[config.mk]
export PLATFORM = sky130hd
export DESIGN_NAME = hpc_top
export DESIGN_NICKNAME = d
export VERILOG_FILES = /design/src/hpc_sync.v /design/src/hpc_fifo.v /design/src/hpc_top.v
export VERILOG_INCLUDE_DIRS = /design/src
export SDC_FILE = /design/constraint.sdc
export NUM_CORES = 1
export LEC_CHECK = 0
export BUFFER_PORTS_ARGS = -buffer_cell sky130_fd_sc_hd__buf_2
export CORE_ASPECT_RATIO = 0.9
export CORE_MARGIN = 2
export CORE_UTILIZATION = 54
export DETAILED_ROUTE_END_ITERATION = 10
export HOLD_SLACK_MARGIN = 0.03
export PLACE_DENSITY_LB_ADDON = 0.2
export SLEW_MARGIN = 15
export SYNTH_ARGS = -nofsm -noshare
export SYNTH_HDL_FRONTEND = slang
export SYNTH_SLANG_ARGS = --single-unit
[constraint.sdc]
create_clock -name mclk -period 3.05 [get_ports mclk]
set_clock_uncertainty 0.2 [all_clocks]
set_input_delay 0.1525 -clock mclk [delete_from_list [all_inputs] [get_ports mclk]]
set_output_delay 0.1525 -clock mclk [all_outputs]
set_load 0.03 [all_outputs]
[src/hpc_map.vh]
`ifndef HPC_MAP_VH
`define HPC_MAP_VH

// Transmitter operating modes, driven by the link state machine
`define HPC_MODE_RESET 2'h0
`define HPC_MODE_NULL 2'h1
`define HPC_MODE_FCT 2'h2
`define HPC_MODE_RUN 2'h3

// Two-bit control codes that follow the parity and flag bits
`define HPC_CODE_FCT 2'h0
`define HPC_CODE_EOP 2'h1
`define HPC_CODE_EEP 2'h2
`define HPC_CODE_ESC 2'h3

// Character lengths in bit periods
`define HPC_LEN_CTRL 4'h4
`define HPC_LEN_NULL 4'h8
`define HPC_LEN_DATA 4'hA
`define HPC_LEN_TIME 4'hE

// Flow control credit
`define HPC_FCT_CREDIT 7'h08
`define HPC_CREDIT_MAX 7'h38

// Host FIFO shape
`define HPC_FIFO_WIDTH 9
`define HPC_FIFO_DEPTH 8
`define HPC_FIFO_AW 3

// Pin inputs passing the synchroniser: tick, pin select, time byte
`define HPC_SYNC_W 10
`define HPC_SYNC_TICK 0
`define HPC_SYNC_DIFF 1
`define HPC_SYNC_TC_LO 2

`endif

[src/hpc_sync.v]
`timescale 1ns/1ps
module hpc_sync #(
    parameter W = 1
) (
    input wire mclk,
    input wire rst,
    input wire [W-1:0] din,
    output reg [W-1:0] dout
);
    reg [W-1:0] s1_q;
    reg [W-1:0] s2_q;
    reg [W-1:0] s3_q;

    // Three stages; a bit changes only once stages two and three agree
    always @(posedge mclk) begin
        if (rst) begin
            s1_q <= {W{1'b0}};
            s2_q <= {W{1'b0}};
            s3_q <= {W{1'b0}};
            dout <= {W{1'b0}};
        end else begin
            s1_q <= din;
            s2_q <= s1_q;
            s3_q <= s2_q;
            dout <= (s2_q & s3_q) | (dout & (s2_q ^ s3_q));
        end
    end
endmodule // hpc_sync

[src/hpc_fifo.v]
`timescale 1ns/1ps
module hpc_fifo #(
    parameter W = 9,
    parameter D = 8,
    parameter AW = 3
) (
    input wire mclk,
    input wire rst,
    input wire in_valid,
    output wire in_ready,
    input wire [W-1:0] in_data,
    output wire out_valid,
    input wire out_ready,
    output wire [W-1:0] out_data
);
    reg [W-1:0] mem [0:D-1];
    reg [AW-1:0] wr_q;
    reg [AW-1:0] rd_q;
    reg [AW:0] cnt_q;
    wire do_wr;
    wire do_rd;

    // Honest flags straight from the occupancy count
    assign in_ready = (cnt_q != D[AW:0]);
    assign out_valid = (cnt_q != {(AW+1){1'b0}});
    assign out_data = mem[rd_q];
    assign do_wr = in_valid & in_ready;
    assign do_rd = out_valid & out_ready;

    // Storage has no reset; only pointers and count are cleared
    always @(posedge mclk) begin
        if (do_wr) begin
            mem[wr_q] <= in_data;
        end
    end

    // Pointers wrap because depth is a power of two
    always @(posedge mclk) begin
        if (rst) begin
            wr_q <= {AW{1'b0}};
            rd_q <= {AW{1'b0}};
            cnt_q <= {(AW+1){1'b0}};
        end else begin
            if (do_wr) begin
                wr_q <= wr_q + 1'b1;
            end
            if (do_rd) begin
                rd_q <= rd_q + 1'b1;
            end
            if (do_wr && !do_rd) begin
                cnt_q <= cnt_q + 1'b1;
            end else if (do_rd && !do_wr) begin
                cnt_q <= cnt_q - 1'b1;
            end
        end
    end
endmodule // hpc_fifo

[src/hpc_top.v]
`timescale 1ns/1ps
`include "hpc_map.vh"
module hpc_top (
    input wire mclk,
    input wire rst,
    input wire differential_pin_select,
    input wire tick_request,
    output wire tick_received,
    input wire [7:0] time_code_in,
    output wire [7:0] time_code_out,
    output wire time_code_oe,
    input wire time_master_host,
    input wire host_chip_select_n,
    input wire host_output_enable_n,
    input wire tx_push_n,
    input wire [8:0] tx_data,
    output wire tx_full,
    input wire rx_pop_n,
    output wire [8:0] rx_data,
    output wire rx_data_oe,
    output wire rx_empty,
    input wire [1:0] tx_mode,
    input wire fct_send_req,
    output wire fct_refused,
    input wire far_fct_rcvd,
    input wire rx_tc_valid,
    input wire [7:0] rx_tc_value,
    input wire rx_char_valid,
    input wire [8:0] rx_char_data,
    output wire rx_char_ready,
    output wire [5:0] credit_count,
    output wire lv_d_p,
    output wire lv_d_n,
    output wire lv_s_p,
    output wire lv_s_n,
    output wire lv_oe,
    output wire se_d,
    output wire se_s,
    output wire se_oe
);
    // Build a control character: parity, flag, two code bits
    function [3:0] ctl;
        input pacc;
        input [1:0] code;
        begin
            ctl = {code[0], code[1], 1'b1, pacc};
        end
    endfunction

    // Build a data character: parity, flag, eight bits LSB first
    function [9:0] dat;
        input pacc;
        input [7:0] d;
        begin
            dat = {d, 1'b0, ~pacc};
        end
    endfunction

    // Synchronised pin levels
    wire [`HPC_SYNC_W-1:0] pin_raw;
    wire [`HPC_SYNC_W-1:0] pin_lvl;
    wire tick_lvl;
    wire diff_lvl;
    wire [7:0] tc_pin;

    // Host strobe gating
    wire host_go;
    wire push_ok;
    wire pop_req;

    // FIFO handshakes
    wire txf_in_ready;
    wire txf_out_valid;
    wire txf_out_ready;
    wire [8:0] txf_out_data;
    wire rxf_out_valid;
    wire rxf_out_ready;
    wire [8:0] rxf_out_data;

    // Transmitter state
    reg [13:0] shift_q;
    reg [3:0] left_q;
    reg d_q;
    reg s_q;
    reg pacc_q;
    reg [6:0] cred_q;
    reg [6:0] cred_d;
    reg fct_pend_q;
    reg fct_ref_q;
    reg tc_pend_q;
    reg [5:0] tc_val_q;
    reg tick_prev_q;

    // Receive time state
    reg [5:0] last_time_q;
    reg tick_out_q;
    reg [7:0] time_out_q;
    reg [8:0] rx_data_q;

    // Next character selection
    reg [13:0] nxt_bits;
    reg [3:0] nxt_len;
    reg nxt_pacc;
    reg take_tc;
    reg take_fct;
    reg take_n;
    reg [1:0] nxt_code;

    wire in_reset;
    wire in_run;
    wire fct_ok;
    wire load;
    wire tick_rise;
    wire next_bit;
    wire tc_is_next;

    // Pins are outside the host clock's domain
    assign pin_raw = {time_code_in, differential_pin_select, tick_request};

    hpc_sync #(
        .W(`HPC_SYNC_W)
    ) u_sync (
        .mclk(mclk),
        .rst(rst),
        .din(pin_raw),
        .dout(pin_lvl)
    );

    assign tick_lvl = pin_lvl[`HPC_SYNC_TICK];
    assign diff_lvl = pin_lvl[`HPC_SYNC_DIFF];
    assign tc_pin = pin_lvl[`HPC_SYNC_TC_LO+7:`HPC_SYNC_TC_LO];

    // Strobes reach the FIFOs only with chip select low, out of reset
    assign host_go = ~host_chip_select_n & ~rst;
    assign push_ok = host_go & ~tx_push_n;
    assign pop_req = host_go & ~rx_pop_n;

    // Host transmit FIFO; full flag is the lack of room
    hpc_fifo #(
        .W(`HPC_FIFO_WIDTH),
        .D(`HPC_FIFO_DEPTH),
        .AW(`HPC_FIFO_AW)
    ) u_tx_fifo (
        .mclk(mclk),
        .rst(rst),
        .in_valid(push_ok),
        .in_ready(txf_in_ready),
        .in_data(tx_data),
        .out_valid(txf_out_valid),
        .out_ready(txf_out_ready),
        .out_data(txf_out_data)
    );

    // Receive FIFO; a slow host stalls the link receiver via ready
    hpc_fifo #(
        .W(`HPC_FIFO_WIDTH),
        .D(`HPC_FIFO_DEPTH),
        .AW(`HPC_FIFO_AW)
    ) u_rx_fifo (
        .mclk(mclk),
        .rst(rst),
        .in_valid(rx_char_valid),
        .in_ready(rx_char_ready),
        .in_data(rx_char_data),
        .out_valid(rxf_out_valid),
        .out_ready(rxf_out_ready),
        .out_data(rxf_out_data)
    );

    assign tx_full = ~txf_in_ready;
    assign rx_empty = ~rxf_out_valid;
    assign rxf_out_ready = pop_req;

    // Popped word is held in a register for the data pins
    always @(posedge mclk) begin
        if (rst) begin
            rx_data_q <= 9'h000;
        end else if (pop_req && rxf_out_valid) begin
            rx_data_q <= rxf_out_data;
        end
    end

    // Drive needs OE low, CS low and no reset; avoids bus contention
    assign rx_data = rx_data_q;
    assign rx_data_oe = ~host_output_enable_n & ~host_chip_select_n
        & ~rst;

    // Mode decode
    assign in_reset = (tx_mode == `HPC_MODE_RESET);
    assign in_run = (tx_mode == `HPC_MODE_RUN);
    assign fct_ok = (tx_mode == `HPC_MODE_FCT) || in_run;
    assign load = (left_q == 4'h0) & ~in_reset;

    // Tick edge from the agreed level; no host gating applies
    assign tick_rise = tick_lvl & ~tick_prev_q;

    // Tick request latch; a request outside run is dropped
    always @(posedge mclk) begin
        if (rst) begin
            tick_prev_q <= 1'b0;
            tc_pend_q <= 1'b0;
            tc_val_q <= 6'h00;
        end else begin
            tick_prev_q <= tick_lvl;
            if (tick_rise && in_run) begin
                tc_pend_q <= 1'b1;
                tc_val_q <= tc_pin[5:0];
            end else if (!in_run || (load && take_tc)) begin
                tc_pend_q <= 1'b0;
            end
        end
    end

    // FCT orders are refused while only NULLs may go out
    always @(posedge mclk) begin
        if (rst) begin
            fct_pend_q <= 1'b0;
            fct_ref_q <= 1'b0;
        end else begin
            fct_ref_q <= fct_send_req & ~fct_ok;
            if (fct_send_req && fct_ok) begin
                fct_pend_q <= 1'b1;
            end else if (!fct_ok || (load && take_fct)) begin
                fct_pend_q <= 1'b0;
            end
        end
    end

    assign fct_refused = fct_ref_q;

    // Pick the next character at each character boundary
    always @* begin
        nxt_bits = 14'h0000;
        nxt_len = `HPC_LEN_NULL;
        nxt_pacc = 1'b0;
        take_tc = 1'b0;
        take_fct = 1'b0;
        take_n = 1'b0;
        nxt_code = `HPC_CODE_EOP;
        if (tc_pend_q && in_run) begin
            // ESC then byte; top two bits zero, 14 bit periods
            take_tc = 1'b1;
            nxt_bits = {dat(1'b0, {2'b00, tc_val_q}),
                ctl(pacc_q, `HPC_CODE_ESC)};
            nxt_len = `HPC_LEN_TIME;
            nxt_pacc = ^tc_val_q;
        end else if (fct_pend_q && fct_ok) begin
            take_fct = 1'b1;
            nxt_bits = {10'h000, ctl(pacc_q, `HPC_CODE_FCT)};
            nxt_len = `HPC_LEN_CTRL;
            nxt_pacc = 1'b0;
        end else if (in_run && txf_out_valid &&
                cred_q != 7'h00) begin
            // N-Chars only in run and only with credit
            take_n = 1'b1;
            if (txf_out_data[8]) begin
                if (txf_out_data[0]) begin
                    nxt_code = `HPC_CODE_EEP;
                end
                nxt_bits = {10'h000, ctl(pacc_q, nxt_code)};
                nxt_len = `HPC_LEN_CTRL;
                nxt_pacc = ^nxt_code;
            end else begin
                nxt_bits = {4'h0, dat(pacc_q, txf_out_data[7:0])};
                nxt_len = `HPC_LEN_DATA;
                nxt_pacc = ^txf_out_data[7:0];
            end
        end else begin
            // Nothing offered: NULL is ESC followed by FCT
            nxt_bits = {6'h00, ctl(1'b0, `HPC_CODE_FCT),
                ctl(pacc_q, `HPC_CODE_ESC)};
            nxt_len = `HPC_LEN_NULL;
            nxt_pacc = 1'b0;
        end
    end

    // N-Char leaves the FIFO only when it is actually loaded
    assign txf_out_ready = load & take_n;
    assign tc_is_next = load & take_tc;

    // Credit: FCT adds eight, N-Char spends one; overflow FCT ignored
    always @* begin
        cred_d = cred_q;
        if (far_fct_rcvd &&
                cred_q <= `HPC_CREDIT_MAX - `HPC_FCT_CREDIT) begin
            cred_d = cred_d + `HPC_FCT_CREDIT;
        end
        if (txf_out_ready) begin
            cred_d = cred_d - 7'h01;
        end
    end

    always @(posedge mclk) begin
        if (rst || in_reset) begin
            cred_q <= 7'h00;
        end else begin
            cred_q <= cred_d;
        end
    end

    assign credit_count = cred_q[5:0];

    // Bit the serialiser puts out on this edge
    assign next_bit = load ? nxt_bits[0] : shift_q[0];

    // Serialiser; strobe toggles when data holds, DS encoding
    always @(posedge mclk) begin
        if (rst || in_reset) begin
            shift_q <= 14'h0000;
            left_q <= 4'h0;
            d_q <= 1'b0;
            s_q <= 1'b0;
            pacc_q <= 1'b0;
        end else begin
            d_q <= next_bit;
            s_q <= s_q ^ ~(next_bit ^ d_q);
            if (load) begin
                shift_q <= {1'b0, nxt_bits[13:1]};
                left_q <= nxt_len - 4'h1;
                pacc_q <= nxt_pacc;
            end else begin
                shift_q <= {1'b0, shift_q[13:1]};
                left_q <= left_q - 4'h1;
            end
        end
    end

    // Received time-codes: only previous plus one, wrapping at 63
    always @(posedge mclk) begin
        if (rst) begin
            last_time_q <= 6'h00;
            tick_out_q <= 1'b0;
            time_out_q <= 8'h00;
        end else begin
            tick_out_q <= 1'b0;
            if (rx_tc_valid) begin
                last_time_q <= rx_tc_value[5:0];
                if (rx_tc_value[5:0] == last_time_q + 6'h01 &&
                        in_run) begin
                    tick_out_q <= 1'b1;
                    time_out_q <= rx_tc_value;
                end
            end
        end
    end

    assign tick_received = tick_out_q;

    // Time byte port: input while host is master, off in reset
    assign time_code_out = time_out_q;
    assign time_code_oe = ~rst & ~time_master_host;

    // Only the selected pin set is driven; the other floats
    assign lv_d_p = d_q;
    assign lv_d_n = ~d_q;
    assign lv_s_p = s_q;
    assign lv_s_n = ~s_q;
    assign lv_oe = diff_lvl;
    assign se_d = d_q;
    assign se_s = s_q;
    assign se_oe = ~diff_lvl;

    // tc_is_next marks the boundary at which a time-code starts
    wire unused_ok;
    assign unused_ok = tc_is_next;
endmodule // hpc_top

==> results.md <==
- Fin worst setup slack: 0.00988 ns
- Initial Utilization: between 50% and 60%
- Syn Std Cell Area: 10400 um2
- Total GRT Usage: 19.7%
- Tightest Hold Check Type: in -> reg
- P_int: 0.00640 W
- CTS root buffer: clkbuf_16
- Synth area leaders: edfxtp_1 42%, dfxtp_1 22%, mux4_2 4.3%, mux2i_1 4.1%, mux4_1 4.0%
- Drt via density: approximately 5.3
- Period minus WS final: 3.04 ns
- Synth-to-layout area growth: 22.7%
- Synth top area share: about two fifths
- Vias in the first global route: 6322
- Hold slack: 0.0886 ns
- RR Startpoint: cred_q[1]
- Non-Filler Instances: 1175
- Boundary Pins: 87
- Die Area: 20400 um2
- Clock Latency Late Sink: about 0.52 ns
- Post-route clock period utilization: 99.7%
- Residual DRC: 0
- Nets: 979
- Main synth FF type: edfxtp_1
- Leak: ~4.7 nW
- Hold Crit Depth: 5
- Diodes inserted: 0
- Routed WL: about 20000 um
- Drt wl/cell: 16.8 um
- Max-slew violations: 0
- Clock-pin slew of the registers on the worst-case setup and hold paths: 0.06 ns
- Largest net degree at the start of global routing: 66
- Final Util: 67.1%
- RSZ-0062 raised after global routing: yes
- CP top delay family: simple AND/OR/NAND/NOR gates
- Status: finished, final reports clean
- Worst hold endpoint: u_tx_fifo.wr_q[1]
- Cells after Synth: 742
- FFs w/ async S/R, synth: 0%
- Sw power: 0.00194 W
- Critical path class: reg -> reg
- Total grt overflow: 0
- Sequential share of power: ~47%
- Final Hold Fails: 0
- Setup TNS: 0 ns
- Count of final setup violators: 0
- CP max stage cell: or4_4
- Initial antenna violation count: 0
- Max Root-Sink Buffers: 3
- Synth unique cells: 57
- Number of buffers created by CTS: 26
- Buf/Inv on CP: 2
- Dpl cells: 1068
- Layout cell share with drive strength beyond 1: between 20 and 25%
- Crit path max fanout: 2
- WP data arrival: 3.29 ns
- CP most frequent cell: a21oi_2
- Pwr/cell area: 653 nW/um2
- Via count: 6273
- Placer Congestion: 0.758
- Flops & latches, synth: 258
- First-pass GRT wire length: 31500 um
- Seq/Total Area, Yosys: 63.5%
- DIE HEIGHT: 136 um
- HPWL Detailed: approximately 12000 um
- Cell taking the most area after synthesis: edfxtp_1
- FP Rows: 48
- Worst setup SP type: register
- Worst slew pin tran: 1.15 ns
- Fmax: roughly 0.33 GHz
- Sinks on Clock Net: 258
- Syn Nets: 815
- Clock power frac: 40.1%
- Flop2flop setup slack: a little under 0.01 ns
- Yosys warns: 0
- CP Capture Type: register
- Max Cap Violations: 0
- Hold wc startpoint: host_chip_select_n
- Logic pwr share: 12.7%
- Buffers on Ports: 84
- Initial DRC count: 341
- R2r endpoint: u_tx_fifo.cnt_q[3]
- Post-synth EDFFs: 144
- Syn_area_per_cell: 14.0 um2
- Crit path largest cell delay: between 0.4 and 0.5 ns
- Cell depth of the worst flop-to-flop path: 13
- Worst-path cell chain: inv_1, ha_2, nor3b_1, a211o_1, or4_4, ha_4, inv_2, ha_1, a21o_1, a21oi_2, xnor2_2, or3_4, a21oi_2
- CTS tree: yes
- CP Launch Point: cred_q[1]
- Die span in x: about 150 um
- H-tree Lvls: 1
- Net Sw Frac: 23.3%
- Slew HR: 23.3%
- Core area: 19000 um2
- VDD IR max: 0.461 mV
- DR pass1 iterations: 5
- Dpl ws: -0.133 ns
- Final ANT Viol Nets: 0
- Required @ worst endpoint: about 3.3 ns
worst max-delay path by stage:
stage                     slack (ns)  depth (start not counted)                  to
after CTS                      0.003                         13  u_tx_fifo.cnt_q[3]
final                           0.01                         13  u_tx_fifo.cnt_q[3]
after floorplan                -0.09                         14  u_tx_fifo.cnt_q[3]
after detailed placement       -0.13                         13  u_tx_fifo.cnt_q[3]
after global placement          0.04                         13  u_tx_fifo.cnt_q[3]
after global routing           -0.09                         13  u_tx_fifo.cnt_q[3]
power by group through the flow:
stage,Sequential [W],Clock [W],Combinational [W]
CTS,0.00393,0.00342,0.00106
floorplan,0.00403,0,0.000687
finish,0.00394,0.00335,0.00106
global placement,0.00399,0,0.000952
detailed placement,0.00400,0,0.000999
global route,0.00395,0.00357,0.00116
layout make-up:
| type | count | area (um2) |
|---|---|---|
| Clock buffer | 31 | 691 |
| Clock inverter | 16 | 223 |
| Fill cell | 1331 | 6270 |
| Inverter | 12 | 45.0 |
| Multi-Input combinational cell | 430 | 3620 |
| Sequential cell | 258 | 6610 |
| Tap cell | 250 | 313 |
| Timing Repair Buffer | 178 | 1270 |
worst reg2reg max path, delay by kind of cell, from the launching register on:
family / cells / cell delay, ns
buf+inv: 2 / 0.11
fa+ha+maj: 3 / 0.57
compound gates: 4 / 0.78
simple gates: 3 / 0.91
xor+xnor: 1 / 0.09
flops: 1 / 0.32
state kept, by name, summed over array words and instances (netlist names), 4 cells and up, named ones only:
register / flops
u_sync.s1_q: 8
u_rx_fifo.cnt_q: 4
shift_q: 11
u_tx_fifo.cnt_q: 4
last_time_q: 6
u_sync.dout: 8
u_sync.s2_q: 8
time_code_out: 8
u_tx_fifo.mem: 72
u_rx_fifo.mem: 72
cred_q: 7
left_q: 4
rx_data: 9
u_sync.s3_q: 8
tc_val_q: 6
Yosys cell counts, types with 2 or more instances:
master / number
edfxtp_1: 144
dfxtp_1: 114
nor2_1: 92
mux2i_1: 43
nand2_1: 28
nor2b_1: 28
xnor2_1: 28
a21oi_1: 26
ha_1: 22
clkbuf_1: 20
mux4_2: 20
nor3_1: 17
xor2_1: 17
mux4_1: 16
inv_1: 12
a211oi_1: 11
nand2b_1: 10
nand3_1: 10
nor4_1: 9
buf_4: 8
buf_1: 7
a21o_1: 4
buf_2: 4
mux2_2: 4
or3_1: 4
nor3b_1: 3
o21ai_0: 3
a211o_1: 2
a31oi_1: 2
and2_1: 2
buf_6: 2
fa_1: 2
nor4_4: 2
o311a_1: 2
or4_1: 2
cell usage in the layout (no fill, tap or decap), types with 3 or more instances in the layout:
cell	n
clkbuf_1	4
a211oi_1	11
clkinv_1	8
xor2_1	17
buf_2	84
nor3_1	17
mux4_1	16
mux2i_1	43
a21o_1	4
or3_1	3
nor3b_1	3
nor4_1	6
buf_4	38
nand2b_1	10
mux2_2	4
bufinv_16	6
nor2b_1	28
nand2_1	28
mux4_2	20
edfxtp_1	144
a21oi_1	24
dfxtp_1	112
nand3_1	10
inv_1	11
dlygate4sd3_1	56
o21ai_0	3
nor4_4	3
ha_1	20
clkbuf_16	27
nor2_1	92
xnor2_1	27
per-layer routing:
metal	GRT usage, %	part of all wire, %
met1	25.8	45
met2	34.5	49
met3	3.00	4.2
met4	5.29	1.9
met5	0	0
per-stage QoR:
stage,total power (W),area (um2)
after global routing,0.00868,12800
after global placement,0.00495,11200
after detailed placement,0.00500,11200
after CTS,0.00841,12700
final,0.00834,12800
after floorplan,0.00472,10400
what timing repair did:
| action | in CTS | in global routing |
|---|---|---|
| buffers inserted | 4 | 0 |
| endpoints found under the hold margin | 199 | 0 |
| hold buffers | 56 | 0 |
| resized for setup | 1 | 6 |
| pin swaps | 7 | 4 |
| setup endpoints to repair | 1 | 1 |
| gates cloned | 0 | 0 |
kinds of logic (layout without fill, tap and decap cells):
family	count (synthesis)	count (layout)	synth area share, %
AOI/OAI and AO/OA	62	62	4.00
xor gates and xnor gates	45	45	3.79
adders and majority gates	24	24	3.03
buffers and inverters	54	237	2.44
DFF	258	258	63.5
muxes	84	84	13.1
and+or+nand+nor	215	215	10.2
(Power assumes the default switching activity.)
